**config.mk**
```make
export PLATFORM = sky130hd
export DESIGN_NAME = payload_crc_dc_balance_select_coder
export DESIGN_NICKNAME = d
export VERILOG_FILES = /design/src/design/coder_pkg.sv /design/src/design/payload_crc_dc_balance_select_coder.sv /design/src/design/payload_ram.sv
export SDC_FILE = /design/constraint.sdc
export NUM_CORES = 1
export LEC_CHECK = 0
export ABC_CLOCK_PERIOD_IN_PS = 4100
export BUFFER_PORTS_ARGS = -buffer_cell sky130_fd_sc_hd__buf_2
export CAP_MARGIN = 20
export CORE_UTILIZATION = 56
export CTS_CLUSTER_SIZE = 40
export DETAILED_ROUTE_END_ITERATION = 6
export HOLD_SLACK_MARGIN = 0.15
export PLACE_DENSITY = 0.73
export SLEW_MARGIN = 5
export SYNTH_ARGS = -nofsm -noshare
export SYNTH_HDL_FRONTEND = slang
export SYNTH_HIERARCHICAL = 1
export SYNTH_SLANG_ARGS = --single-unit
```
**constraint.sdc**
```tcl
create_clock -name clock -period 4.1 [get_ports clock]
set_input_delay 0.41 -clock clock [delete_from_list [all_inputs] [get_ports clock]]
set_output_delay 0.41 -clock clock [all_outputs]
set_load 0.01 [all_outputs]
```
**src/design/coder_pkg.sv**
```systemverilog
`default_nettype none
package coder_pkg;
  // Register offsets on the configuration port
  localparam logic [6:0] CHIP_RATE_HIGH_ADDR = 7'h03;
  localparam logic [6:0] CHIP_RATE_LOW_ADDR = 7'h04;
  // Register reset values
  localparam logic [7:0] CHIP_RATE_HIGH_RST = 8'h1a;
  localparam logic [7:0] CHIP_RATE_LOW_RST = 8'h0b;
  // Line coding selector codes
  localparam logic [1:0] DC_NONE = 2'h0;
  localparam logic [1:0] DC_MANCHESTER = 2'h1;
  localparam logic [1:0] DC_WHITENING = 2'h2;
  // Checksum generator, preset and length in bytes
  localparam logic [15:0] CRC_POLY = 16'h1021;
  localparam logic [15:0] CRC_PRESET = 16'h1d0f;
  localparam logic [8:0] CRC_BYTES = 9'h002;
  // Whitening register preset and tap
  localparam logic [8:0] LFSR_PRESET = 9'h1ff;
  localparam int LFSR_TAP = 5;
  // Bit index bounds inside a byte
  localparam logic [2:0] LAST_BIT = 3'h7;
  localparam int MSB = 7;
  // Static configuration carried as one group
  typedef struct packed {
    logic packet_mode;          // Packet mode, not continuous
    logic [1:0] dc_balance_select; // Line coding selector
    logic checksum_enable;      // Append and check checksum
    logic crc_fail_keep_fifo;   // Keep buffer on checksum failure
  } cfg_s;
  // Sequencer states
  typedef enum logic [2:0] {
    ST_IDLE = 3'b000,
    ST_TX_FETCH = 3'b001,
    ST_TX_LOAD = 3'b010,
    ST_TX_BITS = 3'b011,
    ST_RX_BITS = 3'b100
  } state_e;
endpackage
`default_nettype wire

```
**src/design/payload_crc_dc_balance_select_coder.sv**
```systemverilog
`default_nettype none
module payload_crc_dc_balance_select_coder #(
  parameter int AW = 6
) (
  // Clock and synchronous reset
  input wire logic clock,
  input wire logic rst,
  // Register port
  input wire logic reg_wr,
  input wire logic [6:0] reg_addr,
  input wire logic [7:0] reg_wdata,
  output logic [7:0] reg_rdata,
  // Static configuration
  input wire coder_pkg::cfg_s cfg,
  // Host buffer access
  input wire logic host_wr,
  input wire logic [7:0] host_wdata,
  input wire logic host_rd,
  output logic [7:0] host_rdata,
  input wire logic flag_clear,
  output logic payload_available_flag,
  output logic checksum_match_flag,
  // Packet control, payload length in bytes
  input wire logic tx_start,
  input wire logic rx_start,
  input wire logic [7:0] pkt_len,
  output logic busy,
  output logic tx_done,
  // Modulator side
  output logic chip_out,
  output logic chip_valid,
  // Demodulator side, same clock
  input wire logic rx_chip,
  input wire logic rx_chip_strobe
);
  // Checksum step, one NRZ bit, MSB first
  function automatic logic [15:0] crc_step(input logic [15:0] c, input logic b);
    crc_step = {c[14:0], 1'b0} ^ ((c[15] ^ b) ? coder_pkg::CRC_POLY : 16'h0000);
  endfunction
  // Whitening register advance
  function automatic logic [8:0] lfsr_step(input logic [8:0] l);
    lfsr_step = {l[0] ^ l[coder_pkg::LFSR_TAP], l[8:1]};
  endfunction

  // State registers and next values
  coder_pkg::state_e state_r, state_nxt;
  logic [7:0] shreg_r, shreg_nxt;       // Byte shifter
  logic [2:0] bitcnt_r, bitcnt_nxt;     // Bit within byte
  logic [7:0] idx_r, idx_nxt;           // Byte within packet
  logic [7:0] len_r, len_nxt;           // Latched payload length
  logic phase_r, phase_nxt;             // Second chip of a pair
  logic first_r, first_nxt;             // First received chip
  logic [8:0] lfsr_r, lfsr_nxt;
  logic [15:0] crc_r, crc_nxt;
  logic [7:0] rxhi_r, rxhi_nxt;         // Received checksum high byte
  logic [AW-1:0] wptr_r, wptr_nxt;      // Buffer fill pointer
  logic [AW-1:0] hptr_r, hptr_nxt;      // Host read pointer
  logic [15:0] cnt_r, cnt_nxt;          // Chip period counter
  logic [7:0] rate_hi_r, rate_hi_nxt, rate_lo_r, rate_lo_nxt;
  logic [7:0] rdata_r, rdata_nxt;
  logic pay_r, pay_nxt, ok_r, ok_nxt;
  logic chip_r, chip_nxt, cv_r, cv_nxt, done_r, done_nxt;
  logic busy_r, busy_nxt; // Busy kept in a flop so the port is glitch free
  // Combinational helpers
  logic tick, manch, whiten, wbit, bit_raw, nrz, fin, pass, in_pay;
  logic ram_we, ram_re;
  logic [AW-1:0] ram_raddr;
  logic [7:0] ram_rdata, byte_new;
  logic [8:0] total;
  logic [15:0] rate;

  payload_ram #(.DW(8), .AW(AW)) u_ram (
    .clock(clock),
    .wr_en(ram_we),
    .wr_addr(wptr_r),
    .wr_data(state_r == coder_pkg::ST_RX_BITS ? byte_new : host_wdata),
    .rd_en(ram_re),
    .rd_addr(ram_raddr),
    .rd_data_r(ram_rdata)
  );

  // Decodes shared by both directions
  always_comb begin
    rate = {rate_hi_r, rate_lo_r};
    tick = (cnt_r == 16'h0000);
    manch = cfg.packet_mode && (cfg.dc_balance_select == coder_pkg::DC_MANCHESTER);
    whiten = (cfg.dc_balance_select == coder_pkg::DC_WHITENING);
    wbit = whiten & lfsr_r[0];
    total = {1'b0, len_r} + (cfg.checksum_enable ? coder_pkg::CRC_BYTES : 9'h000);
    in_pay = ({1'b0, idx_r} < {1'b0, len_r});
    // Received bit: first chip of a pair carries the value
    bit_raw = (manch && phase_r) ? first_r : rx_chip;
    nrz = bit_raw ^ wbit;
    byte_new = {shreg_r[6:0], nrz};
    fin = (state_r == coder_pkg::ST_RX_BITS) && rx_chip_strobe && (!manch || phase_r)
          && (bitcnt_r == coder_pkg::LAST_BIT) && ({1'b0, idx_r} + 9'h001 == total);
    pass = ({rxhi_r, byte_new} == ~crc_r);
    ram_we = ((state_r == coder_pkg::ST_RX_BITS) && rx_chip_strobe && (!manch || phase_r)
              && (bitcnt_r == coder_pkg::LAST_BIT) && in_pay)
             || (host_wr && (state_r == coder_pkg::ST_IDLE));
    ram_re = (state_r == coder_pkg::ST_TX_FETCH) || (host_rd && (state_r == coder_pkg::ST_IDLE));
    ram_raddr = (state_r == coder_pkg::ST_TX_FETCH) ? idx_r[AW-1:0] : hptr_r;
  end

  // Next-state logic for the whole sequencer
  always_comb begin
    state_nxt = state_r;
    shreg_nxt = shreg_r;
    bitcnt_nxt = bitcnt_r;
    idx_nxt = idx_r;
    len_nxt = len_r;
    phase_nxt = phase_r;
    first_nxt = first_r;
    lfsr_nxt = lfsr_r;
    crc_nxt = crc_r;
    rxhi_nxt = rxhi_r;
    wptr_nxt = wptr_r;
    hptr_nxt = hptr_r;
    cnt_nxt = tick ? ((rate == 16'h0000) ? 16'h0000 : rate - 16'h0001) : cnt_r - 16'h0001;
    rate_hi_nxt = rate_hi_r;
    rate_lo_nxt = rate_lo_r;
    pay_nxt = pay_r;
    ok_nxt = ok_r;
    chip_nxt = chip_r;
    cv_nxt = 1'b0;
    done_nxt = 1'b0;
    // Register writes and registered read-back
    if (reg_wr && reg_addr == coder_pkg::CHIP_RATE_HIGH_ADDR) begin
      rate_hi_nxt = reg_wdata;
    end
    if (reg_wr && reg_addr == coder_pkg::CHIP_RATE_LOW_ADDR) begin
      rate_lo_nxt = reg_wdata;
    end
    unique case (reg_addr)
      coder_pkg::CHIP_RATE_HIGH_ADDR: rdata_nxt = rate_hi_r;
      coder_pkg::CHIP_RATE_LOW_ADDR: rdata_nxt = rate_lo_r;
      default: rdata_nxt = 8'h00; // Unmapped reads as zero
    endcase
    // Host clears flags first so a same-cycle set wins
    if (flag_clear) begin
      pay_nxt = 1'b0;
      ok_nxt = 1'b0;
    end
    unique case (state_r)
      coder_pkg::ST_IDLE: begin
        // Host buffer traffic only while idle
        if (host_wr) begin
          wptr_nxt = wptr_r + 1'b1;
        end
        if (host_rd) begin
          hptr_nxt = hptr_r + 1'b1;
        end
        idx_nxt = 8'h00;
        bitcnt_nxt = 3'h0;
        phase_nxt = 1'b0;
        lfsr_nxt = coder_pkg::LFSR_PRESET;
        crc_nxt = coder_pkg::CRC_PRESET;
        if (tx_start) begin
          len_nxt = pkt_len;
          state_nxt = coder_pkg::ST_TX_FETCH;
        end else if (rx_start) begin
          len_nxt = pkt_len;
          wptr_nxt = '0;
          hptr_nxt = '0;
          state_nxt = coder_pkg::ST_RX_BITS;
        end
      end
      coder_pkg::ST_TX_FETCH: begin
        // Payload bytes need a memory read first
        state_nxt = coder_pkg::ST_TX_LOAD;
      end
      coder_pkg::ST_TX_LOAD: begin
        // Payload, then inverted checksum high then low
        if (in_pay) begin
          shreg_nxt = ram_rdata;
        end else if (idx_r == len_r) begin
          shreg_nxt = ~crc_r[15:8];
        end else begin
          shreg_nxt = ~crc_r[7:0];
        end
        state_nxt = coder_pkg::ST_TX_BITS;
      end
      coder_pkg::ST_TX_BITS: begin
        if (tick) begin
          cv_nxt = 1'b1;
          if (manch && !phase_r) begin
            chip_nxt = shreg_r[coder_pkg::MSB] ^ wbit;
            phase_nxt = 1'b1;
          end else begin
            // Second chip inverts the first; plain NRZ otherwise
            chip_nxt = (shreg_r[coder_pkg::MSB] ^ wbit) ^ manch;
            phase_nxt = 1'b0;
            if (in_pay) begin
              crc_nxt = crc_step(crc_r, shreg_r[coder_pkg::MSB]);
            end
            lfsr_nxt = lfsr_step(lfsr_r);
            shreg_nxt = {shreg_r[6:0], 1'b0};
            bitcnt_nxt = bitcnt_r + 3'h1;
            if (bitcnt_r == coder_pkg::LAST_BIT) begin
              idx_nxt = idx_r + 8'h01;
              if ({1'b0, idx_r} + 9'h001 < total) begin
                state_nxt = coder_pkg::ST_TX_FETCH;
              end else begin
                done_nxt = 1'b1;
                state_nxt = coder_pkg::ST_IDLE;
              end
            end
          end
        end
      end
      coder_pkg::ST_RX_BITS: begin
        if (rx_chip_strobe) begin
          if (manch && !phase_r) begin
            first_nxt = rx_chip;
            phase_nxt = 1'b1;
          end else begin
            phase_nxt = 1'b0;
            if (in_pay) begin
              crc_nxt = crc_step(crc_r, nrz);
            end
            lfsr_nxt = lfsr_step(lfsr_r);
            shreg_nxt = byte_new;
            bitcnt_nxt = bitcnt_r + 3'h1;
            if (bitcnt_r == coder_pkg::LAST_BIT) begin
              idx_nxt = idx_r + 8'h01;
              if (in_pay) begin
                wptr_nxt = wptr_r + 1'b1;
              end else if (idx_r == len_r) begin
                rxhi_nxt = byte_new;
              end
              if (fin) begin
                state_nxt = coder_pkg::ST_IDLE;
                if (!cfg.checksum_enable) begin
                  pay_nxt = 1'b1;
                end else if (pass) begin
                  pay_nxt = 1'b1;
                  ok_nxt = 1'b1;
                end else if (cfg.crc_fail_keep_fifo) begin
                  pay_nxt = 1'b1;
                end else begin
                  wptr_nxt = '0;
                  hptr_nxt = '0;
                end
              end
            end
          end
        end
      end
      default: state_nxt = coder_pkg::ST_IDLE;
    endcase
    // Busy follows the state that the sequencer enters next
    busy_nxt = (state_nxt != coder_pkg::ST_IDLE);
  end

  // Register stage for all state
  always_ff @(posedge clock) begin
    if (rst) begin
      state_r <= coder_pkg::ST_IDLE;
      shreg_r <= 8'h00;
      bitcnt_r <= 3'h0;
      idx_r <= 8'h00;
      len_r <= 8'h00;
      phase_r <= 1'b0;
      first_r <= 1'b0;
      lfsr_r <= coder_pkg::LFSR_PRESET;
      crc_r <= coder_pkg::CRC_PRESET;
      rxhi_r <= 8'h00;
      wptr_r <= '0;
      hptr_r <= '0;
      cnt_r <= 16'h0000;
      rate_hi_r <= coder_pkg::CHIP_RATE_HIGH_RST;
      rate_lo_r <= coder_pkg::CHIP_RATE_LOW_RST;
      rdata_r <= 8'h00;
      pay_r <= 1'b0;
      ok_r <= 1'b0;
      chip_r <= 1'b0;
      cv_r <= 1'b0;
      done_r <= 1'b0;
      busy_r <= 1'b0;
    end else begin
      state_r <= state_nxt;
      shreg_r <= shreg_nxt;
      bitcnt_r <= bitcnt_nxt;
      idx_r <= idx_nxt;
      len_r <= len_nxt;
      phase_r <= phase_nxt;
      first_r <= first_nxt;
      lfsr_r <= lfsr_nxt;
      crc_r <= crc_nxt;
      rxhi_r <= rxhi_nxt;
      wptr_r <= wptr_nxt;
      hptr_r <= hptr_nxt;
      cnt_r <= cnt_nxt;
      rate_hi_r <= rate_hi_nxt;
      rate_lo_r <= rate_lo_nxt;
      rdata_r <= rdata_nxt;
      pay_r <= pay_nxt;
      ok_r <= ok_nxt;
      chip_r <= chip_nxt;
      cv_r <= cv_nxt;
      done_r <= done_nxt;
      busy_r <= busy_nxt;
    end
  end

  // Outputs, all from flip-flops
  assign reg_rdata = rdata_r;
  assign host_rdata = ram_rdata;
  assign payload_available_flag = pay_r;
  assign checksum_match_flag = ok_r;
  assign busy = busy_r;
  assign tx_done = done_r;
  assign chip_out = chip_r;
  assign chip_valid = cv_r;

  // Helper: previous emitted chip, for pair checks
  logic last_chip_h, second_h;
  always_ff @(posedge clock) begin
    if (rst) begin
      last_chip_h <= 1'b0;
      second_h <= 1'b0;
    end else if (tick && state_r == coder_pkg::ST_TX_BITS) begin
      last_chip_h <= chip_nxt;
      second_h <= manch && phase_r;
    end
  end

  AST_FAIL_CLEARS: assert property (@(posedge clock) disable iff (rst)
    fin && cfg.checksum_enable && !pass && !cfg.crc_fail_keep_fifo && !flag_clear
    |=> wptr_r == '0 && pay_r == $past(pay_r) && !$rose(ok_r))
    else $error("failed packet not discarded");
  AST_KEEP_ON_FAIL: assert property (@(posedge clock) disable iff (rst)
    fin && cfg.checksum_enable && !pass && cfg.crc_fail_keep_fifo |=> pay_r && !$rose(ok_r))
    else $error("kept packet flags wrong");
  AST_STRIP_CHECKSUM: assert property (@(posedge clock) disable iff (rst)
    state_r == coder_pkg::ST_RX_BITS && !in_pay |-> !ram_we)
    else $error("checksum byte written to buffer");
  AST_MATCH_FLAG: assert property (@(posedge clock) disable iff (rst)
    fin && cfg.checksum_enable && pass |=> ok_r && pay_r)
    else $error("match flag not set");
  AST_MANCH_PAIR: assert property (@(posedge clock) disable iff (rst)
    cv_r && second_h |-> chip_r != $past(last_chip_h))
    else $error("manchester pair not complementary");
  AST_CHIP_TIMING: assert property (@(posedge clock) disable iff (rst)
    cv_r |-> $past(tick) && $past(state_r) == coder_pkg::ST_TX_BITS)
    else $error("chip off the rate tick");
  AST_LFSR_PRESET: assert property (@(posedge clock) disable iff (rst)
    state_r == coder_pkg::ST_IDLE && (tx_start || rx_start) |=> lfsr_r == coder_pkg::LFSR_PRESET)
    else $error("whitening not preset");
  AST_PLAIN_NRZ: assert property (@(posedge clock) disable iff (rst)
    state_r == coder_pkg::ST_TX_BITS && tick && cfg.dc_balance_select == coder_pkg::DC_NONE
    |=> cv_r && chip_r == $past(shreg_r[coder_pkg::MSB]))
    else $error("uncoded chip differs from data");
  AST_CRC_HIGH_FIRST: assert property (@(posedge clock) disable iff (rst)
    state_r == coder_pkg::ST_TX_LOAD && cfg.checksum_enable && idx_r == len_r
    |=> shreg_r == ~$past(crc_r[15:8]))
    else $error("checksum high byte wrong");
  COV_TX_DONE: cover property (@(posedge clock) disable iff (rst) done_r);
  COV_RX_PASS: cover property (@(posedge clock) disable iff (rst) fin && pass);
  COV_RX_FAIL: cover property (@(posedge clock) disable iff (rst) fin && !pass);
  COV_MANCH: cover property (@(posedge clock) disable iff (rst) cv_r && second_h);
endmodule
`default_nettype wire

```
**src/design/payload_ram.sv**
```systemverilog
`default_nettype none
module payload_ram #(
  parameter int DW = 8,
  parameter int AW = 6
) (
  // Clock
  input wire logic clock,
  // Write side
  input wire logic wr_en,
  input wire logic [AW-1:0] wr_addr,
  input wire logic [DW-1:0] wr_data,
  // Read side, data one cycle after the request
  input wire logic rd_en,
  input wire logic [AW-1:0] rd_addr,
  output logic [DW-1:0] rd_data_r
);
  // Storage, no reset so it maps onto block memory
  logic [DW-1:0] mem [0:(1<<AW)-1];

  // Write and registered read
  always_ff @(posedge clock) begin
    if (wr_en) begin
      mem[wr_addr] <= wr_data;
    end
    if (rd_en) begin
      rd_data_r <= mem[rd_addr];
    end
  end
endmodule
`default_nettype wire

```
; ---- After elaboration in Yosys (flattened, before gate mapping)
; Memories as Yosys holds them, arrays and structs flattened. A register that Yosys moved wholly into a read port is not among the register bits.
; Index checks and enable logic that the tools add are counted.
[op_classes]
addsub = 8
n_mul = 0
n_div = 0
magnitude_cmp = 2
eq_ne = 23
n_shift = 0
mux = 98
n_bitwise = 17
reduce_logical = 36
[op_table]
columns = operator, n
row1 = $mux 6, 22
row2 = $mux 16, 8
row3 = $mux 8, 13
row4 = $pmux 16 s3, 1
row5 = $pmux 8 s3, 2
row6 = $mux 3, 12
row7 = $logic_not 16->1, 2
row8 = $sub 16x1->16 const B, 2
row9 = $xor 16x13->16, 2
row10 = $mux 1, 27
row11 = $mux 9, 3
row12 = $pmux 9 s3, 1
row13 = $mux 13, 2
row14 = $pmux 6 s2, 2
row15 = $ne 2x2->1 const B, 10
row16 = $eq 16x16->1, 1
row17 = $not 16->16, 1
row18 = $not 8->8, 2
row19 = $pmux 8 s2, 1
row20 = $pmux 3 s5, 1
row21 = $add 6x1->6 const B, 2
row22 = $logic_and 1x1->1, 12
row23 = $add 8x1->9 const B, 1
row24 = $add 8x2->9, 1
row25 = 34 further kinds, 53
[totals]
regBits = 123
latchBits = 0
ramBits = 512
rom_bits = 0
in_bits = 46
output_inout_bits = 22
word_cells = 207
memories = 1
[memory_table]
columns = name, words, width, read_ports, rd_ports_with_merged_regs, wr, line_no
row1 = u_ram.mem, 64, 8, 1, 1, 1, payload_ram.sv:18  ; logic [DW-1:0] mem [0:(1<<AW)-1];

; ---- Longest topological paths before layout
[logic_depth]
depth_word = 13
ltp_mapped = 12
mapped_depth_nobuf = 12

; ---- Cells and area by module
; Netlist, hierarchy kept.
[modules_own_cells]
columns = mod, instances, cells_per_inst, area_per_inst_um2, seq_area_each_um2
row1 = payload_ram, 1, 972, 20270.7, 15615.0
row2 = payload_crc_dc_balance_select_coder, 1, 863, 6974.2, 2462.4

; ---- Worst setup path before layout
; No wires, ideal clock.
[synth_path]
path_type = input to register
start = input cfg[3] (netlist bit)
end = memory u_ram.mem[0][0], data pin
setup_ps = 702
arrival_ps = 3647
required_ps = 3398
slack_ps = -249
cell_stages = 4
path_buffers = 0
path_cell_list = nand4b_1 > mux2i_2 > xor2_1 > o21ai_0
[synth_via]
elab_chain_len = 6
word_cells_on_any_way = 8
cone_classes = eq/ne: 2 / mux: 2 / bitwise: 2 / reduce/logical: 2
[synth_lines]
columns = element, line_no
row1 = start: declaration, payload_crc_dc_balance_select_coder.sv:14  ; input wire coder_pkg::cfg_s cfg,
row2 = $eq 2x1->1, payload_crc_dc_balance_select_coder.sv:86  ; manch = cfg.packet_mode && (cfg.dc_balance_select == coder_pkg::DC_MANCHESTER);
row3 = $logic_and 1x1->1, payload_crc_dc_balance_select_coder.sv:86
row4 = $logic_and 1x1->1, --
row5 = $mux 1, payload_crc_dc_balance_select_coder.sv:92  ; bit_raw = (manch && phase_r) ? first_r : rx_chip;
row6 = $xor 1x1->1 *, payload_crc_dc_balance_select_coder.sv:93  ; nrz = bit_raw ^ wbit;
row7 = $mux 8 *, payload_crc_dc_balance_select_coder.sv:76  ; .wr_data(state_r == coder_pkg::ST_RX_BITS ? byte_new : host_wdata),
row8 = end: declaration, payload_ram.sv:18
; Mark *: on every way between the ends. The rest lies on a longest branch, timed or not.

; ---- Final worst setup path
[layout_path]
start = register idx_r[5]
end = memory u_ram.mem[2][4], enable pin
[layout_via]
elab_chain_len = 5
[layout_lines]
columns = element, line_no
row1 = start: declaration, payload_crc_dc_balance_select_coder.sv:49  ; logic [7:0] idx_r, idx_nxt;
row2 = start signal: assignment, payload_crc_dc_balance_select_coder.sv:284  ; idx_r <= idx_nxt;
row3 = $lt 8x8->1, payload_crc_dc_balance_select_coder.sv:90  ; in_pay = ({1'b0, idx_r} < {1'b0, len_r});
row4 = $logic_and 1x1->1, payload_crc_dc_balance_select_coder.sv:99  ; && (bitcnt_r == coder_pkg::LAST_BIT) && in_pay)
row5 = $logic_or 1x1->1, payload_crc_dc_balance_select_coder.sv:100  ; || (host_wr && (state_r == coder_pkg::ST_IDLE));
row6 = named net ram_we, payload_crc_dc_balance_select_coder.sv:66  ; logic ram_we, ram_re;
row7 = $mux 1, payload_ram.sv:22  ; if (wr_en) begin
row8 = $mux 1 (not written as such), payload_ram.sv:23  ; mem[wr_addr] <= wr_data;
; The timed path passes the listed nets, and every way through them passes these cells.

==> qor.yml <==
outcome: "complete, no violations"
syn_nets: 1907
total_power_mw: 14.7
die_area_mm2: 0.0495
cts-root-buf: "clkbuf_16"
fillers: 3326
vias: 17000
synth.distinct_cells: 80
clk_pin_slew_ns: 0.06
cp_cell_sequence: "ha_1 > a21o_1 > a21o_1 > a21oi_1 > nand2_1 > o21ai_0 > buf_4 > nand3_1 > nor2_1 > buf_4"
gp_congestion: 0.927
rsz0062_at_grt: "false"
startpoint: "idx_r[5]"
synth_flop_cell: "edfxtp_1"
power_leakage_nw: 10.5
multi_input_area_mm2: 0.00861
clockBufferDepth: 3
ys_ff_latch: 643
crit_buf_inv: 2
slew_headroom_pct: 30.5
post-route-period-util_pct: 90.2
vdd_ir_drop_max_mv: 0.265
vias_per_cell: 6.38
ys_async_sr_fraction_pct: 0
power_density_mw_per_mm2: 473
clock_latency_ns: 0.60
num_io_pins: 68
post-route-drc-count: 0
slowest_delay_ns: 0.47
dp.final_hpwl_um: 42600
finalClockSkew_ns: 0.0231
seqCellArea_mm2: 0.0181
cp.required_ns: 4.41
synth-edff-count: 520
slowest_stage: "dfxtp_1"
critPathLaunchType: "register"
regToRegStartpoint: "idx_r[5]"
drtAntennaViolNets: 0
gr-total-overflow: 0
setup_tns_ns: 0
cts_tree: "done"
worst-path-max-fanout: 7
drt_iter0_markers: 2107
start_util_pct: 56.9
finalMaxSlewViolations: 0
fin_ws_ns: 0.402
core_area_mm2: 0.0478
wirelength_um: 65900
crit_family: "compound AO/OA/AOI/OAI gates"
cts_sinks: 643
antenna_found_initial: 1
grt_pass1_wl_um: 101000
wl_met2_um: 32400
wl_per_cell_um: 24.7
area_growth_pct: 13.8
final_layout_size_suffix_gt1_share_pct: 21.6
synth_cells: 1835
track_usage_pct: 27.1
post-cts-setup-buffer-count: 0
synth-seq-area-share_pct: 66.4
netlist_area_mm2: 0.0272
hold_ws_ns: 0.201
worst_pin_slew_ns: 1.04
stdcell_count: 2665
nets: 2074
period_minus_slack_ns: 3.70
dpl_cell_area_mm2: 0.0288
finalSetupViolCount: 0
avgSynthCellArea_um2: 14.8
crit_type: "register to register"
place_inst: 2529
m1WireLength_um: 26100
fmax_mhz: 270
grt_max_degree: 85
final_common_cell: "edfxtp_1"
final_util_pct: 64.8
hold_class: "input pin to register"
min_from: "cfg[1]"
dp_slack_ns: 0.526
top_layer_used: "met4"
most-common-layout-cells: "520 x edfxtp_1, 186 x nor2_1, 124 x nand2_1, 124 x mux4_2, 123 x dfxtp_1"
end_kind: "register"
io_buffers: 67
die_x_um: 223
drtPass1Iterations: 5
yosys_warnings: 6
stdcell_area_mm2: 0.0310
maxCapViolations: 0
hold_viol: 0
wl_met3_um: 5400
htreeDepth: 3
critical_path_arrival_ns: 4.01
grt_pass1_vias: 16600
num_rows: 80
die_y_um: 223
numCtsBuffers: 67
antenna_cells: 0
[per-layer routing]
metal | vias up | global-route usage, %
li1 | 7428 | -
met1 | 8550 | 37.6
met2 | 900 | 44.1
met3 | 117 | 4.44
met4 | 0 | 8.83
met5 | - | 0
[Yosys cell counts, types with 6 or more instances]
master    instances  area, µm²
buf_2            18       90.1
xor2_1           35        307
a211oi_1         16        120
buf_6             8       90.1
o221ai_1          8       70.1
mux2_2            7       78.8
nand2b_1         13       81.3
nand3b_1         13       97.6
nand4_1          14       87.6
buf_4            10       75.1
inv_1            24       90.1
dfxtp_1         123       2460
a31oi_1          13       81.3
o22ai_1          22        138
o21ai_0          49        245
nor3_1           26        130
o32ai_1           7       61.3
ha_1             26        325
o21a_1            6       45.0
nor2b_1          24        150
nor2_1          187        702
mux2i_1          41        410
a21o_1            9       67.6
mux4_2          124       2790
nand3_1          75        375
or2_2            10       62.6
nor4_1            8       50.1
and3_1            7       43.8
a21oi_1          51        255
a22oi_1          30        225
or3_1             7       43.8
xnor2_1          22        193
clkbuf_1         58        218
edfxtp_1        520      15600
a221oi_1          8       70.1
nand2_1         131        492
[worst reg2reg max path, cell delays in order (launching register included)]
cell and delay, ns:
dfxtp_1 0.47, ha_1 0.30, a21o_1 0.16, a21o_1 0.17, a21oi_1 0.35, nand2_1 0.24, o21ai_0 0.47, buf_4 0.24
nand3_1 0.44, nor2_1 0.39, buf_4 0.20
[power by group]
| part | switching, mW | leakage (nW) | total, mW | internal (mW) |
|---|---|---|---|---|
| registers | 0.137 | 5.69 | 7.37 | 7.23 |
| clock network | 2.44 | 0.991 | 5.67 | 3.22 |
| logic | 0.975 | 3.83 | 1.64 | 0.665 |
| total | 3.55 | 10.5 | 14.7 | 11.1 |
[worst paths after layout]
path | to | cells past startpoint | slack [ns]
max | u_ram/mem[2][4] | 10 | 0.40
min | payload_available_flag | 4 | 0.20
max reg2reg | u_ram/mem[2][4] | 10 | 0.40
min reg2reg | bitcnt_r[2] | 2 | 0.48
[area by class of cell]
| type | instances | share of cell area, % |
|---|---|---|
| inverters | 26 | 0.315 |
| multi-input cells | 1066 | 27.8 |
| flip-flops and latches | 643 | 58.3 |
| repair buffers | 198 | 4.65 |
| well taps | 615 | 2.48 |
| clock buffers | 93 | 5.96 |
| clock inverters | 24 | 0.545 |
[kinds of logic (layout without fill, tap and decap cells)]
logic type               after synthesis  count (layout)  synth area share (%)
flip-flops                           643             643                  66.4
AND/OR/NAND/NOR                      551             551                  9.80
AO/OA/AOI/OAI                        258             258                  6.41
multiplexers                         173             173                  12.1
buffers and inverters                126             341                  2.24
XOR/XNOR                              58              58                  1.92
adder cells (fa/ha/maj)               26              26                  1.19
[registers in the layout, summed over array words and instances, names as in the netlist, 3 cells and up]
name,flops
u_ram/mem,512
cnt_r,16
crc_r,16
lfsr_r,9
idx_r,8
len_r,8
rate_hi_r,8
rate_lo_r,8
reg_rdata,8
rxhi_r,8
shreg_r,8
u_ram/rd_data_r,8
hptr_r,6
wptr_r,6
bitcnt_r,3
state_r,3
[repair_timing]
action,in CTS,in global routing
gates resized for setup,0,0
hold endpoints to repair,27,0
hold buffers,19,0
(Power assumes the default switching activity.)
